$ cat config.mk
export PLATFORM = sky130hd
export DESIGN_NAME = rtc_event_alarm_power_switch
export DESIGN_NICKNAME = d
export VERILOG_FILES = /design/src/hw/rtc_pkg.sv /design/src/hw/rtc_event_alarm_power_switch.sv
export SDC_FILE = /design/constraint.sdc
export NUM_CORES = 1
export LEC_CHECK = 0
export BUFFER_PORTS_ARGS = -buffer_cell sky130_fd_sc_hd__buf_4
export CAP_MARGIN = 20
export CORE_ASPECT_RATIO = 1.4
export CORE_MARGIN = 2
export CORE_UTILIZATION = 52
export CTS_BUF_LIST = sky130_fd_sc_hd__clkbuf_4
export DETAILED_ROUTE_END_ITERATION = 7
export GPL_TIMING_DRIVEN = 0
export PLACE_DENSITY = 0.78
export SETUP_SLACK_MARGIN = 0.3
export SLEW_MARGIN = 20
export SYNTH_ARGS = -nofsm -noshare
export SYNTH_HDL_FRONTEND = slang
export SYNTH_SLANG_ARGS = --single-unit
$ cat constraint.sdc
create_clock -name mclk_i -period 10.4 [get_ports mclk_i]
set_input_delay 2.6 -clock mclk_i [delete_from_list [all_inputs] [get_ports mclk_i]]
set_output_delay 2.6 -clock mclk_i [all_outputs]
set_load 0.005 [all_outputs]
$ cat src/hw/rtc_pkg.sv
package rtc_pkg;
    // timebase
    localparam int XTAL_HZ = 32768;
    localparam int SEC_DIV = 32768;
    localparam int LAST_YEAR = 2099;
    localparam int BASE_YEAR = 2000;
    // glitch filter times in microseconds, counts in crystal ticks (least time, rounded up)
    localparam int FILT1_US = 3900;
    localparam int FILT2_US = 15200;
    localparam int FILT3_US = 31250;
    localparam logic [10:0] FILT1_TICKS = 11'((FILT1_US * 64'(XTAL_HZ) + 999999) / 1000000);
    localparam logic [10:0] FILT2_TICKS = 11'((FILT2_US * 64'(XTAL_HZ) + 999999) / 1000000);
    localparam logic [10:0] FILT3_TICKS = 11'((FILT3_US * 64'(XTAL_HZ) + 999999) / 1000000);
    // sampling periods in crystal ticks: 2 Hz, 1 Hz, 1/4 Hz
    localparam logic [17:0] SMP_2HZ_TICKS = 18'(XTAL_HZ / 2);
    localparam logic [17:0] SMP_1HZ_TICKS = 18'(XTAL_HZ);
    localparam logic [17:0] SMP_QHZ_TICKS = 18'(XTAL_HZ * 4);
    // select encodings
    localparam logic [1:0] SMP_ALWAYS = 2'h0;
    localparam logic [1:0] SMP_2HZ = 2'h1;
    localparam logic [1:0] SMP_1HZ = 2'h2;
    localparam logic [1:0] SMP_QHZ = 2'h3;
    localparam logic [3:0] FREQ_OUTPUT_IRQ = 4'h0;
    localparam logic [3:0] FREQ_OUTPUT_XTAL = 4'h1;
    // alarm enable mask bit positions
    localparam int AEN_SEC = 0;
    localparam int AEN_MIN = 1;
    localparam int AEN_HOUR = 2;
    localparam int AEN_DATE = 3;
    localparam int AEN_MONTH = 4;
    localparam int AEN_DOW = 5;
    // calendar limits and reset values
    localparam logic [5:0] SEC_MAX = 6'h3b;
    localparam logic [5:0] MIN_MAX = 6'h3b;
    localparam logic [4:0] HOUR_MAX = 5'h17;
    localparam logic [3:0] MONTH_MAX = 4'hc;
    localparam logic [6:0] YEAR_MAX = 7'(LAST_YEAR - BASE_YEAR);
    localparam logic [2:0] DOW_MAX = 3'h6;

    typedef struct packed {
        logic [5:0] sec;
        logic [5:0] min;
        logic [4:0] hour;
        logic [4:0] date;
        logic [3:0] month;
        logic [6:0] year;
        logic [2:0] dow;
    } rtc_time_t;

    localparam rtc_time_t TIME_RST = '{sec: 6'h00, min: 6'h00, hour: 5'h00, date: 5'h01,
                                       month: 4'h1, year: 7'h00, dow: 3'h0};

    typedef enum logic [0:0] {
        PWR_MAIN = 1'b0,
        PWR_BACKUP = 1'b1
    } pwr_state_t;
endpackage : rtc_pkg

$ cat src/hw/rtc_event_alarm_power_switch.sv
// Contract
// - a valid high on the tamper input sets the sticky event flag
// - optionally signal detected events on the dedicated detect output
// - optionally freeze time registers when an event is detected
// - detect output is open drain, low until event flag cleared or event enable dropped
// - event enable gates the tamper input; disabled means no detections
// - detection works in main and backup; option decides backup operation
// - input may be sampled periodically at selectable rates
// - input must stay high for selected filter time: 0, 3.9, 15.2, 31.25 ms
// - alarm matches enabled calendar fields against current time
// - alarm match sets readable status and optionally the interrupt
// - repeat mode re-triggers the alarm periodically
// - frequency-out select picks interrupt or frequency on shared pin
// - interrupt mode: shared pin is open drain active low
// - frequency mode: shared pin outputs selected crystal-derived clock
// - serial interface disabled while running from backup supply
// - serial bus runs up to 400kHz; host must not exceed that
// - switch to backup only when below backup-hys and below trip
// - return to main when above backup+hys or above trip+hys
// - separate time counters with leap-year correction through 2099
// - timebase is a 32.768kHz crystal or external clock on crystal input
`timescale 1ns/10ps
module rtc_event_alarm_power_switch
    import rtc_pkg::*;
(
    // clock and reset
    input wire logic mclk_i,
    input wire logic sys_rst_i,
    // pins
    input wire logic crystal_input_i,
    input wire logic tamper_input_i,
    output logic tamper_detect_out_o,
    output logic tamper_detect_oe_o,
    output logic irq_freq_o,
    output logic irq_freq_oe_o,
    // supply comparator flags
    input wire logic vdd_below_bat_i,
    input wire logic vdd_below_trip_i,
    input wire logic vdd_above_bat_hys_i,
    input wire logic vdd_above_trip_hys_i,
    // event control
    input wire logic event_enable_i,
    input wire logic tamper_backup_option_i,
    input wire logic detect_out_enable_i,
    input wire logic freeze_enable_i,
    input wire logic [1:0] tamper_filter_select_i,
    input wire logic [1:0] sample_rate_i,
    input wire logic event_flag_clear_i,
    // alarm control
    input wire rtc_time_t alarm_time_i,
    input wire logic [5:0] alarm_field_enable_i,
    input wire logic alarm_arm_i,
    input wire logic alarm_repeat_i,
    input wire logic irq_enable_i,
    input wire logic alarm_flag_clear_i,
    input wire logic [3:0] freq_output_select_i,
    // time set and status
    input wire logic time_load_i,
    input wire rtc_time_t time_set_i,
    output rtc_time_t time_o,
    output logic event_flag_o,
    output logic alarm_flag_o,
    output logic backup_mode_o,
    output logic serial_enable_o
);

    // ----------------------------------------
    // calendar functions
    // ----------------------------------------
    function automatic logic [4:0] days_in_month(input logic [3:0] month, input logic [6:0] year);
        logic [4:0] d;
        d = 5'h1f;
        unique case (month)
            4'h4, 4'h6, 4'h9, 4'hb: d = 5'h1e;
            // year 2000 is a leap year, so divisible by four holds through 2099
            4'h2: d = (year[1:0] == 2'h0) ? 5'h1d : 5'h1c;
            default: d = 5'h1f;
        endcase
        return d;
    endfunction : days_in_month

    function automatic rtc_time_t advance(input rtc_time_t t);
        rtc_time_t n;
        n = t;
        if (t.sec < SEC_MAX) begin
            n.sec = t.sec + 6'h01;
        end else begin
            n.sec = 6'h00;
            if (t.min < MIN_MAX) begin
                n.min = t.min + 6'h01;
            end else begin
                n.min = 6'h00;
                if (t.hour < HOUR_MAX) begin
                    n.hour = t.hour + 5'h01;
                end else begin
                    n.hour = 5'h00;
                    n.dow = (t.dow < DOW_MAX) ? t.dow + 3'h1 : 3'h0;
                    if (t.date < days_in_month(t.month, t.year)) begin
                        n.date = t.date + 5'h01;
                    end else begin
                        n.date = 5'h01;
                        if (t.month < MONTH_MAX) begin
                            n.month = t.month + 4'h1;
                        end else begin
                            n.month = 4'h1;
                            n.year = (t.year < YEAR_MAX) ? t.year + 7'h01 : 7'h00;
                        end
                    end
                end
            end
        end
        return n;
    endfunction : advance

    // ----------------------------------------
    // synchronisers and timebase
    // ----------------------------------------
    logic [1:0] xtal_sync_reg;
    logic [1:0] tamper_sync_reg;
    logic [3:0] sup_sync1_reg;
    logic [3:0] sup_sync2_reg;
    logic xtal_prev_reg;
    logic [14:0] prescale_reg;

    always_ff @(posedge mclk_i) begin
        if (sys_rst_i) begin
            xtal_sync_reg <= 2'h0;
            tamper_sync_reg <= 2'h0;
            sup_sync1_reg <= 4'h0;
            sup_sync2_reg <= 4'h0;
            xtal_prev_reg <= 1'b0;
        end else begin
            xtal_sync_reg <= {xtal_sync_reg[0], crystal_input_i};
            tamper_sync_reg <= {tamper_sync_reg[0], tamper_input_i};
            sup_sync1_reg <= {vdd_above_trip_hys_i, vdd_above_bat_hys_i, vdd_below_trip_i, vdd_below_bat_i};
            sup_sync2_reg <= sup_sync1_reg;
            xtal_prev_reg <= xtal_sync_reg[1];
        end
    end

    wire xtal_tick = xtal_sync_reg[1] & ~xtal_prev_reg;
    wire sec_tick = xtal_tick && (prescale_reg == 15'(SEC_DIV - 1));

    always_ff @(posedge mclk_i) begin
        if (sys_rst_i) begin
            prescale_reg <= 15'h0000;
        end else if (xtal_tick) begin
            prescale_reg <= prescale_reg + 15'h0001;
        end
    end

    // ----------------------------------------
    // supply switchover
    // ----------------------------------------
    pwr_state_t pwr_reg;
    pwr_state_t pwr_next;
    wire below_bat = sup_sync2_reg[0];
    wire below_trip = sup_sync2_reg[1];
    wire above_bat = sup_sync2_reg[2];
    wire above_trip = sup_sync2_reg[3];

    always_comb begin
        pwr_next = pwr_reg;
        unique case (pwr_reg)
            PWR_MAIN: if (below_bat && below_trip) pwr_next = PWR_BACKUP;
            PWR_BACKUP: if (above_bat || above_trip) pwr_next = PWR_MAIN;
        endcase
    end

    always_ff @(posedge mclk_i) begin
        if (sys_rst_i) begin
            pwr_reg <= PWR_MAIN;
        end else begin
            pwr_reg <= pwr_next;
        end
    end

    wire in_backup = (pwr_reg == PWR_BACKUP);
    assign backup_mode_o = in_backup;
    assign serial_enable_o = ~in_backup;

    // ----------------------------------------
    // event monitor
    // ----------------------------------------
    logic [17:0] smp_phase_reg;
    logic [10:0] filt_cnt_reg;
    logic event_flag_reg;

    wire det_active = event_enable_i && (~in_backup || tamper_backup_option_i);
    wire [10:0] filt_thresh = (tamper_filter_select_i == 2'h1) ? FILT1_TICKS :
                              (tamper_filter_select_i == 2'h2) ? FILT2_TICKS :
                              (tamper_filter_select_i == 2'h3) ? FILT3_TICKS : 11'h000;
    // sample period; window covers the filter time plus one tick
    wire [17:0] smp_period = (sample_rate_i == SMP_2HZ) ? SMP_2HZ_TICKS :
                             (sample_rate_i == SMP_1HZ) ? SMP_1HZ_TICKS : SMP_QHZ_TICKS;
    wire smp_window = (sample_rate_i == SMP_ALWAYS) || (smp_phase_reg <= {7'h00, filt_thresh});
    wire gated_in = tamper_sync_reg[1] && det_active && smp_window;
    wire det_valid = gated_in && (filt_cnt_reg >= filt_thresh);

    always_ff @(posedge mclk_i) begin
        if (sys_rst_i) begin
            smp_phase_reg <= 18'h00000;
            filt_cnt_reg <= 11'h000;
        end else begin
            if (xtal_tick) begin
                smp_phase_reg <= (smp_phase_reg >= smp_period - 18'h00001) ? 18'h00000 : smp_phase_reg + 18'h00001;
            end
            if (!gated_in) begin
                filt_cnt_reg <= 11'h000;
            end else if (xtal_tick && filt_cnt_reg < filt_thresh) begin
                filt_cnt_reg <= filt_cnt_reg + 11'h001;
            end
        end
    end

    always_ff @(posedge mclk_i) begin
        if (sys_rst_i) begin
            event_flag_reg <= 1'b0;
        end else begin
            event_flag_reg <= det_valid | (event_flag_reg & ~event_flag_clear_i);
        end
    end

    assign event_flag_o = event_flag_reg;
    assign tamper_detect_out_o = 1'b0;
    assign tamper_detect_oe_o = detect_out_enable_i && event_enable_i && event_flag_reg;

    // ----------------------------------------
    // timekeeper
    // ----------------------------------------
    rtc_time_t time_reg;
    // freeze from detection until flag cleared
    wire halt = freeze_enable_i && (event_flag_reg || det_valid);

    always_ff @(posedge mclk_i) begin
        if (sys_rst_i) begin
            time_reg <= TIME_RST;
        end else if (time_load_i) begin
            time_reg <= time_set_i;
        end else if (sec_tick && !halt) begin
            time_reg <= advance(time_reg);
        end
    end

    assign time_o = time_reg;

    // ----------------------------------------
    // alarm and shared pin
    // ----------------------------------------
    logic alarm_armed_reg;
    logic alarm_match_prev_reg;
    logic alarm_flag_reg;

    wire [5:0] field_eq = {time_reg.dow == alarm_time_i.dow, time_reg.month == alarm_time_i.month,
                           time_reg.date == alarm_time_i.date, time_reg.hour == alarm_time_i.hour,
                           time_reg.min == alarm_time_i.min, time_reg.sec == alarm_time_i.sec};
    wire alarm_match = ((field_eq | ~alarm_field_enable_i) == 6'h3f) && (alarm_field_enable_i != 6'h00);
    wire alarm_hit = alarm_match && !alarm_match_prev_reg && alarm_armed_reg;

    always_ff @(posedge mclk_i) begin
        if (sys_rst_i) begin
            alarm_armed_reg <= 1'b0;
            alarm_match_prev_reg <= 1'b0;
            alarm_flag_reg <= 1'b0;
        end else begin
            alarm_match_prev_reg <= alarm_match;
            // single mode disarms after a hit, repeat stays armed
            if (alarm_arm_i) begin
                alarm_armed_reg <= 1'b1;
            end else if (alarm_hit && !alarm_repeat_i) begin
                alarm_armed_reg <= 1'b0;
            end
            alarm_flag_reg <= alarm_hit | (alarm_flag_reg & ~alarm_flag_clear_i);
        end
    end

    assign alarm_flag_o = alarm_flag_reg;

    // selection 1 is the crystal, higher selections halve per step
    wire [3:0] div_idx = freq_output_select_i - 4'h2;
    // padded so every index of the select stays inside the vector
    wire [15:0] div_taps = {1'b0, prescale_reg};
    wire freq_level = (freq_output_select_i == FREQ_OUTPUT_XTAL) ? xtal_sync_reg[1] : div_taps[div_idx];
    assign irq_freq_o = 1'b0;
    assign irq_freq_oe_o = (freq_output_select_i == FREQ_OUTPUT_IRQ) ? (irq_enable_i && alarm_flag_reg) : ~freq_level;

    // ----------------------------------------
    // assertions
    // ----------------------------------------
    event_flag_set_a: assert property (@(posedge mclk_i) disable iff (sys_rst_i)
        det_valid |=> event_flag_reg)
        else $error("event flag not set after detection");
    detect_pin_low_a: assert property (@(posedge mclk_i) disable iff (sys_rst_i)
        $rose(event_flag_reg) && detect_out_enable_i && event_enable_i |-> tamper_detect_oe_o)
        else $error("detect output not pulled low");
    time_frozen_a: assert property (@(posedge mclk_i) disable iff (sys_rst_i)
        halt && !time_load_i |=> time_reg == $past(time_reg))
        else $error("time advanced while frozen");
    disabled_quiet_a: assert property (@(posedge mclk_i) disable iff (sys_rst_i)
        !event_enable_i |-> !det_valid)
        else $error("detection while disabled");
    backup_gate_a: assert property (@(posedge mclk_i) disable iff (sys_rst_i)
        in_backup && !tamper_backup_option_i |-> ##1 !$rose(event_flag_reg) || event_flag_clear_i)
        else $error("detection in backup without option");
    filter_hold_a: assert property (@(posedge mclk_i) disable iff (sys_rst_i)
        $rose(det_valid) && tamper_filter_select_i != 2'h0 && $stable(tamper_filter_select_i) |-> $past(gated_in))
        else $error("filter passed a short pulse");
    alarm_status_a: assert property (@(posedge mclk_i) disable iff (sys_rst_i)
        alarm_hit |=> alarm_flag_reg)
        else $error("alarm status not recorded");
    irq_pin_a: assert property (@(posedge mclk_i) disable iff (sys_rst_i)
        freq_output_select_i == FREQ_OUTPUT_IRQ && irq_enable_i && alarm_flag_reg |-> irq_freq_oe_o && !irq_freq_o)
        else $error("interrupt pin not asserted");
    serial_off_a: assert property (@(posedge mclk_i) disable iff (sys_rst_i)
        $rose(in_backup) |-> !serial_enable_o ##1 !serial_enable_o || !in_backup)
        else $error("serial interface active in backup");
    to_backup_a: assert property (@(posedge mclk_i) disable iff (sys_rst_i)
        pwr_reg == PWR_MAIN ##1 pwr_reg == PWR_BACKUP |-> $past(below_bat) && $past(below_trip))
        else $error("backup entered without both conditions");
    to_main_a: assert property (@(posedge mclk_i) disable iff (sys_rst_i)
        pwr_reg == PWR_BACKUP && (above_bat || above_trip) |=> pwr_reg == PWR_MAIN)
        else $error("main supply not restored");
    sec_count_a: assert property (@(posedge mclk_i) disable iff (sys_rst_i)
        sec_tick && !halt && !time_load_i && time_reg.sec < SEC_MAX |=> time_reg.sec == $past(time_reg.sec) + 6'h01)
        else $error("seconds did not advance");

endmodule : rtc_event_alarm_power_switch

==> key figures <==
Detailed routing
  • DR pass1 iterations: 7
  • Wire length per cell: 17.51 microns
  • Vias per std cell: about 6
  • Initial DRC count: approximately 310
  • DRC viols: 0
  • Routed wire length: 17.99 mm
  • Total number of vias: just over 6000
  • ANT nets after route: 0

Placement
  • Post-DP HPWL: 14.03 mm
  • Placed insts: 1010
  • Dpl ws: between 3 and 4 ns
  • Placed Area: about 7200 sq um
  • GP Congestion: roughly 0.94
  • Port buffer count: 136

Synthesis
  • Ys flop type: dfxtp_1
  • Synth Cell Area: approximately 6000 sq um
  • Post-synth EDFFs: 0
  • Synth Warn #: 0
  • FFs w/ async S/R, synth: 0
  • Register bit total from synthesis: slightly below 100
  • Seq/Total Area, Yosys: 0.3254
  • Synth Instances: about 730
  • Mean Syn Cell Area: a little over 8 sq um
  • Netlist cell types: 75

Cells and area
  • Max FFs per register: 36
  • Share of layout cells above drive strength 1: 0.1973
  • Post-layout util: 0.6479
  • Nets: approximately 1000
  • Commonest non-fill, non-tap cell in the layout: buf_4
  • Non-filler cells, final: 1027
  • Layout area overhead: 21.83%
  • Post-route cell area: 7346 sq um
  • Most frequent cells in the layout: buf_4 (138), dfxtp_1 (98), nor2_1 (83), nand2_1 (57)

CTS
  • Clock buffer depth: 2
  • Clock transition at path regs: 0.14 ns
  • Post_cts resized: 0
  • Skew-Pair Late Insertion Delay: ~0.47 ns
  • CTS H-tree depth: 3
  • Clock Sinks: 98
  • TritonCTS clock tree: done
  • CTS Hold Bufs: 0
  • CTS buffer count: 9
  • Setup Buffers After CTS: 0
  • CTS Root Cell: clkbuf_4

Floorplanning
  • Die height: between 100 and 150 microns
  • Die W: roughly 95 microns
  • Die area: between 10000 and 15000 sq um
  • Starting Density: 0.5318
  • CORE AREA: 11340 sq um
  • I/O Pins: 148
  • Row cnt: 46

Global routing
  • GRT Total Usage: 0.2849
  • Initial antenna violation count: 1
  • Vias in the first global route: ~6000
  • First-pass GRT wire length: between 20 and 30 mm
  • GRT Residual Overflow: 0
  • Pin count of the biggest net entering global routing: 16

Flow run
  • MaxCap Viol Count: 0

STA
  • Endpoints failing setup: 0
  • Worst hold slack: 0.4579 ns
  • Slew headroom: 0.3981
  • Skew final: between 0.01 and 0.015 ns
  • Setup_tns: 0 ns
  • FMAX: between 100 and 150 MHz
  • Worst slew pin tran: 0.8915 ns
  • Tmin final: around 6.9 ns
  • Pins Over Slew Limit: 0
  • Hold Vio Cnt, Final: 0
  • Tcrit/Tclk final: 0.6639
  • Final worst-path setup slack: 3.495 ns
  • RSZ-0062 raised after global routing: no

Setup path
  • Kind of critical path: primary input to primary output
  • Crit path capture type: primary output
  • Max stage delay on crit path: 0.56 ns
  • Worst-path cell chain: clkbuf_1 > mux4_2 > mux4_2 > o21ai_0 > buf_4
  • CP startpoint kind: primary input
  • Crit path DAT: 4.30 ns
  • Critical path's top delay family: multiplexers
  • CP max FO: 6
  • CP required: around 7.8 ns
  • CP Buf/Inv Count: 2
  • Worst path slowest cell: mux4_2
  • Most frequent cell on the critical path: mux4_2

Power
  • PwrDens: around 99 nW/um^2
  • P_leak: just over 3 nW
  • Total power draw: approximately 0.73 mW
  • Max VDD drop: between 0.05 and 0.06 mV

Worst hold path
  • Hold Path Class: flip-flop to flip-flop

Run status
  • Status: complete, no violations
## worst paths after layout
| path | slack, ns | cells after the start | to | start |
|---|---|---|---|---|
| max reg2reg | 7.25 | 10 | time_o[4] | time_o[10] |
| min reg2reg | 0.46 | 1 | tamper_sync_reg[1] | tamper_sync_reg[0] |
| max | 3.50 | 5 | irq_freq_oe_o | freq_output_select_i[0] |
| min | 0.46 | 1 | tamper_sync_reg[1] | tamper_sync_reg[0] |
## cells in the mapped netlist, types with 3 or more instances
cell       n  area, sq um
dfxtp_1   98         1962
nor2_1    83        311.6
nand2_1   57        214.0
ha_1      37        462.9
xor2_1    37        324.1
nand3_1   36        180.2
o21ai_0   35        175.2
a21oi_1   34        170.2
inv_1     30        112.6
xnor2_1   30        262.8
clkbuf_1  28        105.1
nor2b_1   18        112.6
and3_1    17        106.4
nor3_1    17        85.08
nand4_1   15        93.84
a31oi_1   12        75.07
a211oi_1  10        75.07
or3_1      9        56.30
mux2i_1    8        80.08
a221oi_1   6        52.55
nor3b_1    6        45.04
o31ai_1    6        45.04
a21o_1     5        37.54
nand3b_1   5        37.54
a22oi_1    4        30.03
mux4_2     4        90.09
o211ai_1   4        30.03
a311oi_1   3        26.28
and4_1     3        26.28
nand2b_1   3        18.77
nor4b_1    3        26.28
o21bai_1   3        22.52
o41ai_1    3        26.28
or4_1      3        22.52
## cell type report
cell class	count	area [sq um]
Buffer	36	160.2
Timing Repair Buffer	136	1021
Multi-Input combinational cell	566	3799
Sequential cell	98	1962
Clock buffer	10	75.07
Clock inverter	6	33.78
Tap cell	144	180.2
Fill cell	951	3993
Antenna cell	1	2.502
Inverter	30	112.6
## per-layer routing
layer  track usage  vias to the layer above  wire length (microns)
met5             0                        -                      0
met4        0.1699                        0                    962
met3       0.04358                       68                   1076
met2        0.4992                      260                   9190
met1        0.3156                     2875                   6756
li1              -                     2916                      -
## cell families after synthesis
family / after synthesis / share of synthesized area
AOI/OAI and AO/OA: 155 / 0.1799
adders and majority gates: 38 / 0.07844
DFF: 98 / 0.3254
and+or+nand+nor: 292 / 0.2449
xor gates and xnor gates: 67 / 0.09732
buffers and inverters: 66 / 0.04524
muxes: 12 / 0.02822
other: 1 / 0.0006219
## power breakdown
| group | internal, mW | switching (mW) |
|---|---|---|
| registers | 0.388 | 0.0174 |
| logic | 0.0715 | 0.0688 |
| clock network | 0.0500 | 0.132 |
| total | 0.510 | 0.218 |
(Power assumes the default switching activity.)
